**config.mk**
```make
export PLATFORM = sky130hd
export DESIGN_NAME = ddr3_wl_host
export DESIGN_NICKNAME = d
export VERILOG_FILES = /design/src/ddr3_wl_host_dummy_unused.sv /design/src/ddr3_wl_pkg.sv /design/src/ddr3_wl_host.sv
export SDC_FILE = /design/constraint.sdc
export NUM_CORES = 2
export LEC_CHECK = 0
export BUFFER_PORTS_ARGS = -buffer_cell sky130_fd_sc_hd__buf_2
export CAP_MARGIN = 30
export CORE_ASPECT_RATIO = 0.8
export CORE_UTILIZATION = 60
export DETAILED_ROUTE_END_ITERATION = 12
export HOLD_SLACK_MARGIN = 0.15
export PLACE_DENSITY = 0.78
export SLEW_MARGIN = 0
export SYNTH_ARGS = -nofsm -noshare
export SYNTH_HDL_FRONTEND = slang
export SYNTH_SLANG_ARGS = --single-unit
```
**constraint.sdc**
```tcl
create_clock -name core_clk_i -period 12.38 [get_ports core_clk_i]
set_input_delay 0 -clock core_clk_i [delete_from_list [all_inputs] [get_ports core_clk_i]]
set_output_delay 0 -clock core_clk_i [all_outputs]
set_load 0.05 [all_outputs]
```
**src/ddr3_wl_host_dummy_unused.sv**
```systemverilog
`timescale 1ns/10ps

```
**src/ddr3_wl_pkg.sv**
```systemverilog
/*
  Constants, carriers and states of the DDR3 write-leveling host sequencer.
  Assumes a DRAM channel controller whose registers are reached over APB with a
  12-bit byte address, and software that reaches this host over APB too.
*/
package ddr3_wl_pkg;
  localparam int LANES = 9;
  localparam int DLY_W = 9;
  // Device register byte addresses.
  localparam logic [11:0] OFS_ODT_TERM = 12'h084;
  localparam logic [11:0] OFS_REFRESH = 12'h08c;
  localparam logic [11:0] OFS_SELF_REF = 12'h090;
  localparam logic [11:0] OFS_FREQ = 12'h094;
  localparam logic [11:0] OFS_PHY_TRAIN = 12'h108;
  localparam logic [11:0] OFS_LV_ERR = 12'h14c;
  localparam logic [11:0] OFS_LANE_DLY = 12'h150;
  // Device field positions.
  localparam int BIT_AUTO_REF_DIS = 18;
  localparam int FLD_FREQ_CODE = 0;
  localparam int BIT_FREQ_VALID = 3;
  localparam int FLD_ZQ = 10;
  localparam int BIT_FREQ_PEND = 21;
  localparam int BIT_SR_ENTER = 0;
  localparam int BIT_SR_EXIT = 1;
  localparam int BIT_TRAIN_EN = 0;
  localparam int BIT_TRAIN_MODE = 1;
  localparam int BIT_NIBBLE = 2;
  localparam int FLD_DIMM = 4;
  localparam int FLD_ODT = 8;
  localparam int BIT_ODT_EN = 12;
  localparam int BIT_COMP_DIS = 13;
  localparam int FLD_TERM = 8;
  localparam logic [2:0] TERM_NORMAL = 3'h3;
  localparam logic [1:0] ZQ_OFF = 2'h0;
  localparam logic TRAIN_MODE_SW = 1'h1;
  // Seeds and steps of the total delay (gross in [8:5], fine in [4:0]).
  localparam logic [DLY_W-1:0] SEED_UDIMM = 9'h01f;
  localparam logic [DLY_W-1:0] SEED_RDIMM_A = 9'h041;
  localparam logic [DLY_W-1:0] SEED_RDIMM_B = 9'h051;
  localparam logic [DLY_W-1:0] STEP_GROSS = 9'h020;
  localparam logic [DLY_W-1:0] STEP_FINE = 9'h001;
  localparam int BASE_MHZ = 400;
  // Waits in memory clocks.
  localparam logic [7:0] MCLK_ODT_SETTLE = 8'h0a;
  localparam logic [7:0] MCLK_TRAIN = 8'h20;
  localparam logic [7:0] MCLK_MRS_SETTLE = 8'h28;
  // Software register byte addresses and fields.
  localparam logic [11:0] SW_CTRL = 12'h000;
  localparam logic [11:0] SW_FREQ = 12'h004;
  localparam logic [11:0] SW_STATUS = 12'h008;
  localparam logic [11:0] SW_RAW_CMD = 12'h00c;
  localparam logic [11:0] SW_RAW_DATA = 12'h010;
  localparam logic [11:0] SW_LANE_BASE = 12'h020;
  localparam int GO_START = 0;
  localparam int GO_FREQ = 1;
  localparam int GO_FINISH = 2;
  localparam int GO_RAW = 3;
  localparam int CTL_RDIMM = 4;
  localparam int CTL_REGISTER_CONTROL_WORD_TWO = 5;
  localparam int CTL_PASS2 = 6;
  localparam int CTL_TWO_DIMM = 7;
  localparam int CTL_NIBBLE = 8;
  localparam int CTL_DIMM = 12;
  localparam int CTL_ODT = 16;
  localparam int CTL_ZQ = 20;
  localparam int FRQ_MHZ = 16;
  localparam int RAW_READ = 31;
  localparam logic [1:0] PH_GROSS = 2'h0;
  localparam logic [1:0] PH_FINE = 2'h1;
  localparam logic [1:0] PH_DONE = 2'h2;

  typedef struct packed {
    logic [11:0] addr;
    logic write;
    logic [31:0] wdata;
  } dev_req_s;

  typedef enum logic [4:0] {
    S_IDLE, S_BUS, S_WAIT, S_REF, S_ZQ, S_TROFF0, S_PHY, S_SEED, S_TRON, S_TROFF,
    S_RDERR, S_ADJ, S_ODTOFF, S_TERM, S_FREF, S_FZQ, S_SRE, S_SREP, S_SREC,
    S_COMP1, S_FV0, S_FV1, S_PENDP, S_PENDC, S_COMP0, S_SRX, S_SRXP, S_SRXC,
    S_RAW, S_RAWC
  } state_e;
endpackage : ddr3_wl_pkg

```
**src/ddr3_wl_host.sv**
```systemverilog
/*
  Host sequencer that write-levels one DDR3 channel by driving the channel
  controller registers over APB, and takes its orders from software over APB.
  Assumes the device APB runs on core_clk_i and the memory clock arrives as a
  free pin that is sampled here to count memory clocks.
*/
// Decided for this implementation: the APB register port.
// Overview of operation
// Clear train enable first, at 400MHz; the code clears it third, after the R2 refresh and ZQ writes.
// Disable auto refresh, ZQ short interval 00b.
// Lanes are 4 or 8 bit groups.
// Select target DIMM before preparing it.
// Load ODT pattern, enable, wait 10 clocks.
// Seed every lane; second pass at other frequency.
// Training mode 1 means software-driven leveling.
// Nibble select 0 lower, 1 upper.
// Train enable on, wait 32, off, read.
// Device reports one error bit per lane.
// Bit 0 increments, bit 1 decrements delay.
// Gross steps to transition, then fine back.
// Repeat until transition, then record delay.
// Unbuffered first-pass seed is 1Fh.
// Registered seed 41h, or 51h with REGISTER_CONTROL_WORD_TWO bit0.
// Clear ODT enable, wait 10 clocks.
// Restore normal ranks, termination code 011b.
// Device clears self refresh request when done.
// Frequency change sequence around compensation disable.
// Both channels change frequency together; the code drives and changes one channel only.
// Recompute latencies, reissue mode commands.
// Second seed is first delay times f/400.
// Mode command send bit clears when sent.
// Only first rank driver enabled while leveling.
// Wait 40 clocks after mode commands.
// No DRAM traffic before leveling completes.
`timescale 1ns/10ps
module ddr3_wl_host #(
  parameter int MAX_ITER = 64
) (
  // Clock and reset
  input wire logic core_clk_i,
  input wire logic resetn_i,
  // Software APB slave
  input wire logic psel_i,
  input wire logic penable_i,
  input wire logic pwrite_i,
  input wire logic [11:0] paddr_i,
  input wire logic [31:0] pwdata_i,
  output logic [31:0] prdata_o,
  output logic pready_o,
  output logic pslverr_o,
  // Memory clock pin
  input wire logic mem_clock_i,
  // Device APB master
  output logic dev_psel_o,
  output logic dev_penable_o,
  output ddr3_wl_pkg::dev_req_s dev_req_o,
  input wire logic [31:0] dev_prdata_i,
  input wire logic dev_pready_i
);
  import ddr3_wl_pkg::*;

  state_e state, ret, wret, nret, jmp_to;
  logic iss, jmp;
  dev_req_s nreq;
  logic [7:0] nwait, post_wait, wcnt, mgap, iter;
  logic [31:0] rd_q, ctrl, freq, raw_cmd, raw_data;
  logic [3:0] go, take;
  logic [3:0] lane_idx;
  logic mclk_s1, mclk_s2, mclk_s3, timeout, done;
  logic [DLY_W-1:0] tot [LANES];
  logic [1:0] ph [LANES];
  logic seen [LANES];
  logic prev [LANES];
  logic [LANES-1:0] lane_done;

  // The pin is only an edge source, so it is synchronised before counting.
  always_ff @(posedge core_clk_i or negedge resetn_i) begin
    if (!resetn_i) begin
      mclk_s1 <= 1'b0;
      mclk_s2 <= 1'b0;
      mclk_s3 <= 1'b0;
    end else begin
      mclk_s1 <= mem_clock_i;
      mclk_s2 <= mclk_s1;
      mclk_s3 <= mclk_s2;
    end
  end
  wire mclk_edge = mclk_s2 & ~mclk_s3;

  // Software register slave; zero-wait, so read data is taken in setup.
  wire sw_wr = psel_i & penable_i & pwrite_i;
  wire lane_hit = paddr_i >= SW_LANE_BASE && paddr_i < SW_LANE_BASE + 12'(4 * LANES);
  wire [3:0] lane_sel = 4'((paddr_i - SW_LANE_BASE) >> 2);
  wire sw_hit = paddr_i == SW_CTRL || paddr_i == SW_FREQ || paddr_i == SW_STATUS ||
    paddr_i == SW_RAW_CMD || paddr_i == SW_RAW_DATA || lane_hit;
  wire busy = state != S_IDLE;
  wire [31:0] status = {29'h0, timeout, done, busy};
  wire [31:0] rd_mux = paddr_i == SW_CTRL ? {ctrl[31:4], go} :
    paddr_i == SW_FREQ ? freq : paddr_i == SW_STATUS ? status :
    paddr_i == SW_RAW_CMD ? raw_cmd : paddr_i == SW_RAW_DATA ? raw_data :
    lane_hit ? {23'h0, tot[lane_sel]} : 32'h0;
  wire [3:0] go_set = (sw_wr && paddr_i == SW_CTRL) ? pwdata_i[3:0] : 4'h0;
  assign pready_o = 1'b1;
  assign pslverr_o = psel_i & penable_i & ~sw_hit;

  always_ff @(posedge core_clk_i or negedge resetn_i) begin
    if (!resetn_i) begin
      prdata_o <= 32'h0;
      ctrl <= 32'h0;
      freq <= 32'h0;
      raw_cmd <= 32'h0;
      go <= 4'h0;
    end else begin
      if (psel_i && !penable_i) prdata_o <= rd_mux;
      if (sw_wr && paddr_i == SW_CTRL) ctrl <= {pwdata_i[31:4], 4'h0};
      if (sw_wr && paddr_i == SW_FREQ) freq <= pwdata_i;
      if (sw_wr && paddr_i == SW_RAW_CMD) raw_cmd <= pwdata_i;
      go <= (go & ~take) | go_set;
    end
  end

  // Priority of pending orders when idle: level, frequency, finish, raw.
  assign take = state != S_IDLE ? 4'h0 : go[GO_START] ? 4'h1 : go[GO_FREQ] ? 4'h2 :
    go[GO_FINISH] ? 4'h4 : go[GO_RAW] ? 4'h8 : 4'h0;

  wire [9:0] mhz = freq[FRQ_MHZ +: 10];
  wire [2:0] fcode = freq[FLD_FREQ_CODE +: 3];
  wire [DLY_W-1:0] base_seed = !ctrl[CTL_RDIMM] ? SEED_UDIMM :
    ctrl[CTL_REGISTER_CONTROL_WORD_TWO] ? SEED_RDIMM_B : SEED_RDIMM_A;

  function automatic logic [31:0] phy_word(input logic en, input logic odt_en,
                                           input logic comp_dis);
    logic [31:0] w;
    w = 32'h0;
    w[BIT_TRAIN_EN] = en;
    w[BIT_TRAIN_MODE] = TRAIN_MODE_SW;
    w[BIT_NIBBLE] = ctrl[CTL_NIBBLE];
    w[FLD_DIMM +: 2] = ctrl[CTL_DIMM +: 2];
    w[FLD_ODT +: 4] = ctrl[CTL_ODT +: 4];
    w[BIT_ODT_EN] = odt_en;
    w[BIT_COMP_DIS] = comp_dis;
    return w;
  endfunction : phy_word

  function automatic logic [31:0] freq_word(input logic valid, input logic [1:0] zq);
    logic [31:0] w;
    w = 32'h0;
    w[FLD_FREQ_CODE +: 3] = fcode;
    w[BIT_FREQ_VALID] = valid;
    w[FLD_ZQ +: 2] = zq;
    return w;
  endfunction : freq_word

  // Sequencer step: issue one device access with an optional memory-clock wait after it.
  always_comb begin
    iss = 1'b0;
    jmp = 1'b0;
    jmp_to = S_IDLE;
    nret = S_IDLE;
    nwait = 8'h0;
    nreq = '{addr: OFS_PHY_TRAIN, write: 1'b1, wdata: 32'h0};
    case (state)
      S_IDLE: begin
        jmp = |take;
        jmp_to = take[0] ? S_REF : take[1] ? S_SRE : take[2] ? S_FREF : S_RAW;
      end
      S_REF: begin
        iss = 1'b1;
        nreq = '{addr: OFS_REFRESH, write: 1'b1, wdata: 32'h1 << BIT_AUTO_REF_DIS};
        nret = S_ZQ;
      end
      S_ZQ: begin
        iss = 1'b1;
        nreq = '{addr: OFS_FREQ, write: 1'b1, wdata: freq_word(1'b1, ZQ_OFF)};
        nret = S_TROFF0;
      end
      S_TROFF0: begin
        iss = 1'b1;
        nreq.wdata = phy_word(1'b0, 1'b0, 1'b0);
        nwait = MCLK_MRS_SETTLE;
        nret = S_PHY;
      end
      S_PHY: begin
        iss = 1'b1;
        nreq.wdata = phy_word(1'b0, 1'b1, 1'b0);
        nwait = MCLK_ODT_SETTLE;
        nret = S_SEED;
      end
      S_SEED: begin
        iss = 1'b1;
        nreq = '{addr: OFS_LANE_DLY + {6'h0, lane_idx, 2'h0}, write: 1'b1,
                 wdata: {23'h0, tot[lane_idx]}};
        nret = lane_idx == 4'(LANES - 1) ? S_TRON : S_SEED;
      end
      S_TRON: begin
        iss = 1'b1;
        nreq.wdata = phy_word(1'b1, 1'b1, 1'b0);
        nwait = MCLK_TRAIN;
        nret = S_TROFF;
      end
      S_TROFF: begin
        iss = 1'b1;
        nreq.wdata = phy_word(1'b0, 1'b1, 1'b0);
        nret = S_RDERR;
      end
      S_RDERR: begin
        iss = 1'b1;
        nreq = '{addr: OFS_LV_ERR, write: 1'b0, wdata: 32'h0};
        nret = S_ADJ;
      end
      S_ADJ: begin
        jmp = 1'b1;
        jmp_to = (&lane_done || iter == 8'(MAX_ITER - 1)) ? S_ODTOFF : S_SEED;
      end
      S_ODTOFF: begin
        iss = 1'b1;
        nreq.wdata = phy_word(1'b0, 1'b0, 1'b0);
        nwait = MCLK_ODT_SETTLE;
        nret = S_TERM;
      end
      S_TERM: begin
        iss = ctrl[CTL_TWO_DIMM];
        jmp = !ctrl[CTL_TWO_DIMM];
        nreq = '{addr: OFS_ODT_TERM, write: 1'b1, wdata: {21'h0, TERM_NORMAL, 8'h0}};
      end
      S_FREF: begin
        iss = 1'b1;
        nreq = '{addr: OFS_REFRESH, write: 1'b1, wdata: 32'h0};
        nret = S_FZQ;
      end
      S_FZQ: begin
        iss = 1'b1;
        nreq = '{addr: OFS_FREQ, write: 1'b1, wdata: freq_word(1'b1, ctrl[CTL_ZQ +: 2])};
      end
      S_SRE: begin
        iss = 1'b1;
        nreq = '{addr: OFS_SELF_REF, write: 1'b1, wdata: 32'h1 << BIT_SR_ENTER};
        nret = S_SREP;
      end
      S_SREP, S_SRXP: begin
        iss = 1'b1;
        nreq = '{addr: OFS_SELF_REF, write: 1'b0, wdata: 32'h0};
        nret = state == S_SREP ? S_SREC : S_SRXC;
      end
      S_SREC: begin
        jmp = 1'b1;
        jmp_to = rd_q[BIT_SR_ENTER] ? S_SREP : S_COMP1;
      end
      S_COMP1, S_COMP0: begin
        iss = 1'b1;
        nreq.wdata = phy_word(1'b0, 1'b0, state == S_COMP1);
        nret = state == S_COMP1 ? S_FV0 : S_SRX;
      end
      S_FV0, S_FV1: begin
        iss = 1'b1;
        // The frequency register here feeds only this channel's host; nothing keeps the other channel equal. R20
        nreq = '{addr: OFS_FREQ, write: 1'b1, wdata: freq_word(state == S_FV1, ZQ_OFF)};
        nret = state == S_FV0 ? S_FV1 : S_PENDP;
      end
      S_PENDP: begin
        iss = 1'b1;
        nreq = '{addr: OFS_FREQ, write: 1'b0, wdata: 32'h0};
        nret = S_PENDC;
      end
      S_PENDC: begin
        jmp = 1'b1;
        jmp_to = rd_q[BIT_FREQ_PEND] ? S_PENDP : S_COMP0;
      end
      S_SRX: begin
        iss = 1'b1;
        nreq = '{addr: OFS_SELF_REF, write: 1'b1, wdata: 32'h1 << BIT_SR_EXIT};
        nret = S_SRXP;
      end
      S_SRXC: begin
        jmp = 1'b1;
        jmp_to = rd_q[BIT_SR_EXIT] ? S_SRXP : S_IDLE;
      end
      S_RAW: begin
        // Mode commands, driver enables and latencies go out this way. R21 R23 R24
        iss = 1'b1;
        nreq = '{addr: raw_cmd[11:0], write: !raw_cmd[RAW_READ], wdata: raw_data};
        nret = S_RAWC;
      end
      S_RAWC: jmp = 1'b1;
      default: jmp = 1'b0;
    endcase
  end

  wire bus_done = dev_psel_o & dev_penable_o & dev_pready_i;

  always_ff @(posedge core_clk_i or negedge resetn_i) begin
    if (!resetn_i) begin
      state <= S_IDLE;
      ret <= S_IDLE;
      wret <= S_IDLE;
      dev_psel_o <= 1'b0;
      dev_penable_o <= 1'b0;
      dev_req_o <= '0;
      post_wait <= 8'h0;
      wcnt <= 8'h0;
      rd_q <= 32'h0;
    end else if (iss) begin
      dev_psel_o <= 1'b1;
      dev_req_o <= nreq;
      ret <= nret;
      post_wait <= nwait;
      state <= S_BUS;
    end else if (jmp) begin
      state <= jmp_to;
    end else if (state == S_BUS) begin
      dev_penable_o <= 1'b1;
      if (bus_done) begin
        dev_psel_o <= 1'b0;
        dev_penable_o <= 1'b0;
        rd_q <= dev_prdata_i;
        wcnt <= post_wait + 8'h1; // Spare edge: the synchroniser may show an older one.
        wret <= ret;
        state <= post_wait == 8'h0 ? ret : S_WAIT;
      end
    end else if (state == S_WAIT && mclk_edge) begin
      wcnt <= wcnt - 8'h1;
      if (wcnt == 8'h1) state <= wret;
    end
  end

  // Lane index, iteration count, status and raw read-back.
  always_ff @(posedge core_clk_i or negedge resetn_i) begin
    if (!resetn_i) begin
      lane_idx <= 4'h0;
      iter <= 8'h0;
      done <= 1'b0;
      timeout <= 1'b0;
      raw_data <= 32'h0;
      mgap <= 8'h0;
    end else begin
      if (state == S_SEED) lane_idx <= lane_idx + 4'h1;
      else if (state == S_ADJ || state == S_IDLE) lane_idx <= 4'h0;
      if (take[GO_START]) begin
        iter <= 8'h0;
        done <= 1'b0;
        timeout <= 1'b0;
      end else if (state == S_ADJ) begin
        iter <= iter + 8'h1;
        if (jmp_to == S_ODTOFF) begin
          done <= 1'b1;
          timeout <= ~&lane_done;
        end
      end
      if (sw_wr && paddr_i == SW_RAW_DATA) raw_data <= pwdata_i;
      else if (state == S_RAWC && !dev_req_o.write) raw_data <= rd_q;
      if (bus_done) mgap <= 8'h0;
      else if (mclk_edge && mgap != 8'hff) mgap <= mgap + 8'h1;
    end
  end

  for (genvar l = 0; l < LANES; l++) begin : g_lane
    wire e = rd_q[l];
    wire flip = seen[l] && (e != prev[l]);
    wire [DLY_W-1:0] stp = (ph[l] == PH_GROSS && !flip) ? STEP_GROSS : STEP_FINE;
    wire [18:0] prod = 19'(tot[l]) * 19'(mhz);
    wire [DLY_W-1:0] seed = ctrl[CTL_PASS2] ? DLY_W'(prod / 19'(BASE_MHZ)) : base_seed;
    assign lane_done[l] = ph[l] == PH_DONE;
    always_ff @(posedge core_clk_i or negedge resetn_i) begin
      if (!resetn_i) begin
        tot[l] <= '0;
        ph[l] <= PH_GROSS;
        seen[l] <= 1'b0;
        prev[l] <= 1'b0;
      end else if (take[GO_START]) begin
        tot[l] <= seed;
        ph[l] <= PH_GROSS;
        seen[l] <= 1'b0;
      end else if (state == S_ADJ && ph[l] != PH_DONE) begin
        seen[l] <= 1'b1;
        prev[l] <= e;
        if (flip && ph[l] == PH_FINE) begin
          ph[l] <= PH_DONE;
        end else begin
          if (flip) ph[l] <= PH_FINE;
          tot[l] <= e ? tot[l] - stp : tot[l] + stp;
        end
      end
    end
  end
endmodule : ddr3_wl_host

```
==> run summary <==
FINAL LAYOUT
--------------------------------------------------------------------------------------------------------
Number of nets at the end of the flow                                                               9215
Fraction of final layout cells with drive strength greater than 1                                  11.1%
Commonest non-fill, non-tap cells in the layout                                             sky130_fd_sc_hd__nand2_1, sky130_fd_sc_hd__and2_1, sky130_fd_sc_hd__inv_1, sky130_fd_sc_hd__fa_1, sky130_fd_sc_hd__nor2_1
Fraction of the core area covered by cells at the end of the flow                                  66.1%
Most common cell after layout, fill and taps aside                                          sky130_fd_sc_hd__nand2_1
Post-route non-filler standard cell count                                                           9648
Area grow syn2layout                                                                               8.63%

PWR
--------------------------------------------------------------------------------------------------------
Reported net switching power                                                                     3630 uW
Proportion of power drawn by flip-flops and latches                                                32.0%
Clk network pwr share                                                                              19.2%
Comb power frac                                                                                    48.8%
Static leakage                                                                                 0.0343 uW
Worst vdd rail ir drop                                                                        0.000141 V
PwrDens                                                                                       106 nW/um2
Cell-internal power                                                                              4020 uW
Switching Fraction                                                                                 47.5%

WORST HOLD PATH
--------------------------------------------------------------------------------------------------------
Worst Hold Launch                                                                           dev_prdata_i[25]
Cell count of the worst hold path                                                                      3
Endpoint of the worst hold path                                                                 rd_q[25]
Worst Hold Class                                                                            input pin to register

DRT
--------------------------------------------------------------------------------------------------------
Average detailed-routed wire length per instance                                                 21.8 um
Initial detailed-routing violation count                                                            8526
Wirelength, routed                                                                             210000 um
Mean number of vias per cell                                                                        6.72
DRT Pass-1 Iters                                                                                      10
Count of antenna-violating nets left after detailed routing                                            0
Vias                                                                                               64900
Count of unresolved DRC violations after routing                                                       1

SYNTHESIS
--------------------------------------------------------------------------------------------------------
Net count after synthesis                                                                           9174
Number of flip-flops and latches in the synthesized netlist                                          399
Share of synthesized area occupied by flip-flops and latches                                       15.0%
Number of enable-type register cells in the synthesized netlist                                        0
Instance count of the mapped netlist                                                                8139
Cell taking the most area after synthesis                                                   sky130_fd_sc_hd__fa_1
Syn Area/Cell                                                                                   8.16 um2
Post-synth ARST share                                                                               100%
Syn. warnings                                                                                          0
Yosys cell types                                                                                     135
Leading register cell type out of synthesis                                                 sky130_fd_sc_hd__dfrtp_1
Main area contributors after synthesis                                                      sky130_fd_sc_hd__fa_1, sky130_fd_sc_hd__dfrtp_1, sky130_fd_sc_hd__ha_1
Area share of the leading cell type in the synthesized netlist                                     15.7%
Mapped cell area                                                                               66400 um2

PLACED DESIGN
--------------------------------------------------------------------------------------------------------
Placed wire-length estimate                                                                    153000 um
Final weighted congestion of routability-driven global placement                                   0.971
Number of input and output port buffers inserted                                                     162
# placed instances                                                                                  9451

FLOORPLANNING
--------------------------------------------------------------------------------------------------------
Floorplan row count                                                                                  108
Area of the core region                                                                       109000 um2
Vertical die dimension                                                                            300 um
Initial Utilization                                                                                60.9%
Number of I/O pins                                                                                   164
DIE AREA                                                                                      112000 um2
Die X                                                                                             374 um

GRT
--------------------------------------------------------------------------------------------------------
Wire length of the first global-routing pass                                                   334000 um
Pin count of the biggest net entering global routing                                                 173
Number of global-route vias before repair                                                          62000
Global router's overall resource usage                                                             36.4%
Antenna violations before repair                                                                       7
Global route overflow                                                                                  0

TIMING
--------------------------------------------------------------------------------------------------------
Slew Limit Headroom                                                                                28.0%
Unrepaired setup endpoints after global routing                                                     true
Clock period minus worst slack                                                                  11.86 ns
Period Utilization, post-route                                                                     95.8%
Measured slew at the worst slew-check pin                                                        1.08 ns
Count of endpoints failing hold in the final timing report                                             0
Count of final setup violators                                                                         0
Largest clock skew in the final design                                                         0.0454 ns
Final-report max-slew violation count                                                                  0
Post-Route Setup TNS                                                                                0 ns
F_max                                                                                           84.3 MHz

CTS
--------------------------------------------------------------------------------------------------------
Number of buffers between clock root and the deepest sink                                              3
Clock tree from TritonCTS                                                                          built
Clock sink count                                                                                     399
Clock root cell                                                                             sky130_fd_sc_hd__clkbuf_16
Inserted Clock Buffers                                                                                45
H-tree level count                                                                                     2
Post-CTS clock slew at the launch and capture registers of the worst setup and hold paths        0.07 ns
Clk_lat worst skew                                                                               0.65 ns

SETUP PATH
--------------------------------------------------------------------------------------------------------
R2R Setup Slk                                                                                    0.52 ns
Required time of the critical path                                                              12.95 ns
Crit path kind                                                                              register to register
Worst-case reg-to-reg path depth                                                                      39
Most common cell on crit path                                                               sky130_fd_sc_hd__fa_1
Worst path max stage delay                                                                       0.63 ns
Crit Reg-Reg Startpoint                                                                         freq[21]
Crit-path max FO                                                                                      31
Reg-to-reg endpoint                                                                               tot[0]
Kind of launch point of the worst setup path                                                    register
Type of destination of the critical path                                                        register
WP data arrival                                                                                 12.42 ns
Slowest stage cell on the critical path                                                     sky130_fd_sc_hd__dfrtp_4

STATUS
--------------------------------------------------------------------------------------------------------
Failing checks                                                                                       DRC
Run status                                                                                  finished, violations left

JOB
--------------------------------------------------------------------------------------------------------
Total of max-cap violations                                                                            0

how the worst max path moves through the flow:
stage               startpoint  endpoint  slack [ns]  cells after the start
floorplan             freq[21]   tot[36]        1.59                     40
global placement      freq[19]   tot[63]        0.45                     38
detailed placement    freq[23]   tot[27]        0.12                     35
CTS                   freq[23]   tot[27]        0.12                     35
global route           tot[71]   tot[63]       -0.05                     39
finish                freq[21]    tot[0]        0.52                     39
sequential cells by signal, summed over array words and instances (netlist names), 8 cells and up:
signal	count
tot	81
dev_req_o	45
freq	32
prdata_o	32
raw_cmd	32
raw_data	32
rd_q	32
ctrl	28
ph	18
prev	9
seen	9
iter	8
wcnt	8
cell families (layout without fill, tap and decap cells):
group / after synthesis / in the layout / share of synthesized area (%)
AO/OA/AOI/OAI: 2246 / 2246 / 23.6
flip-flops: 399 / 399 / 15.0
multiplexers: 274 / 274 / 5.11
adder cells (fa/ha/maj): 971 / 971 / 24.1
buffers and inverters: 1038 / 1116 / 5.97
AND/OR/NAND/NOR: 2875 / 2875 / 21.7
XOR/XNOR: 335 / 335 / 4.46
other: 1 / 2 / 0.00565
final cells by class:
class | instances | area [um2]
inverters | 591 | 2220
flip-flops and latches | 399 | 10000
repair buffers | 441 | 3390
clock buffers | 62 | 1270
clock inverters | 22 | 298
multi-input cells | 6702 | 53100
fillers | 8860 | 36900
diodes | 1 | 2.50
well taps | 1430 | 1790
cells in the mapped netlist, types with 135 or more instances:
library cell                 n
sky130_fd_sc_hd__inv_1     591
sky130_fd_sc_hd__o21ai_0   338
sky130_fd_sc_hd__clkbuf_1  383
sky130_fd_sc_hd__and2_1    597
sky130_fd_sc_hd__dfrtp_1   399
sky130_fd_sc_hd__nand2_1   819
sky130_fd_sc_hd__nand3_1   199
sky130_fd_sc_hd__ha_1      430
sky130_fd_sc_hd__nor2_1    522
sky130_fd_sc_hd__xor2_1    135
sky130_fd_sc_hd__a21oi_1   481
sky130_fd_sc_hd__fa_1      522
sky130_fd_sc_hd__a21o_1    142
sky130_fd_sc_hd__mux2_2    145
sky130_fd_sc_hd__nor3_1    195
sky130_fd_sc_hd__xnor2_1   197
through the flow:
step	setup slack, ns	instance area [um2]	hold WS [ns]	total power [uW]
floorplan	1.59	66400	-0.296	4810
global placement	0.448	68700	0.111	5810
detailed placement	0.122	68800	0.111	5970
CTS	0.123	71300	0.150	7470
global route	-0.0465	72100	0.170	8010
finish	0.524	72100	0.159	7650
routing by layer:
layer / track usage [%] / vias up / part of all wire (%)
met4: 14.2 / 8 / 4.2
met5: 0.335 / - / 0.046
met2: 53.8 / 3747 / 43
met3: 7.75 / 584 / 12
li1: - / 29100 / -
met1: 52.0 / 31400 / 42
power groups by stage:
stage / combinational (uW) / clock, uW / sequential, uW
final: 3730 / 1470 / 2450
after global routing: 4040 / 1520 / 2460
after CTS: 3630 / 1470 / 2380
after detailed placement: 3570 / 0 / 2400
after global placement: 3440 / 0 / 2370
after floorplan: 2810 / 0 / 2010
timing repair:
item	in CTS	in global routing
hold buffers	94	0
setup buffers	0	16
gates resized for setup	0	129
hold endpoints to repair	312	0
endpoints found under the setup margin	0	23
worst max-delay path: cells and delay by family (launching register included):
| family | cells | cell delay (ns) |
|---|---|---|
| fa+ha+maj | 5 | 2.39 |
| compound gates | 20 | 5.09 |
| flops | 1 | 0.63 |
| simple gates | 9 | 2.61 |
| buf+inv | 4 | 0.72 |
| mux | 1 | 0.32 |
Power figures use the tool's default switching activity.
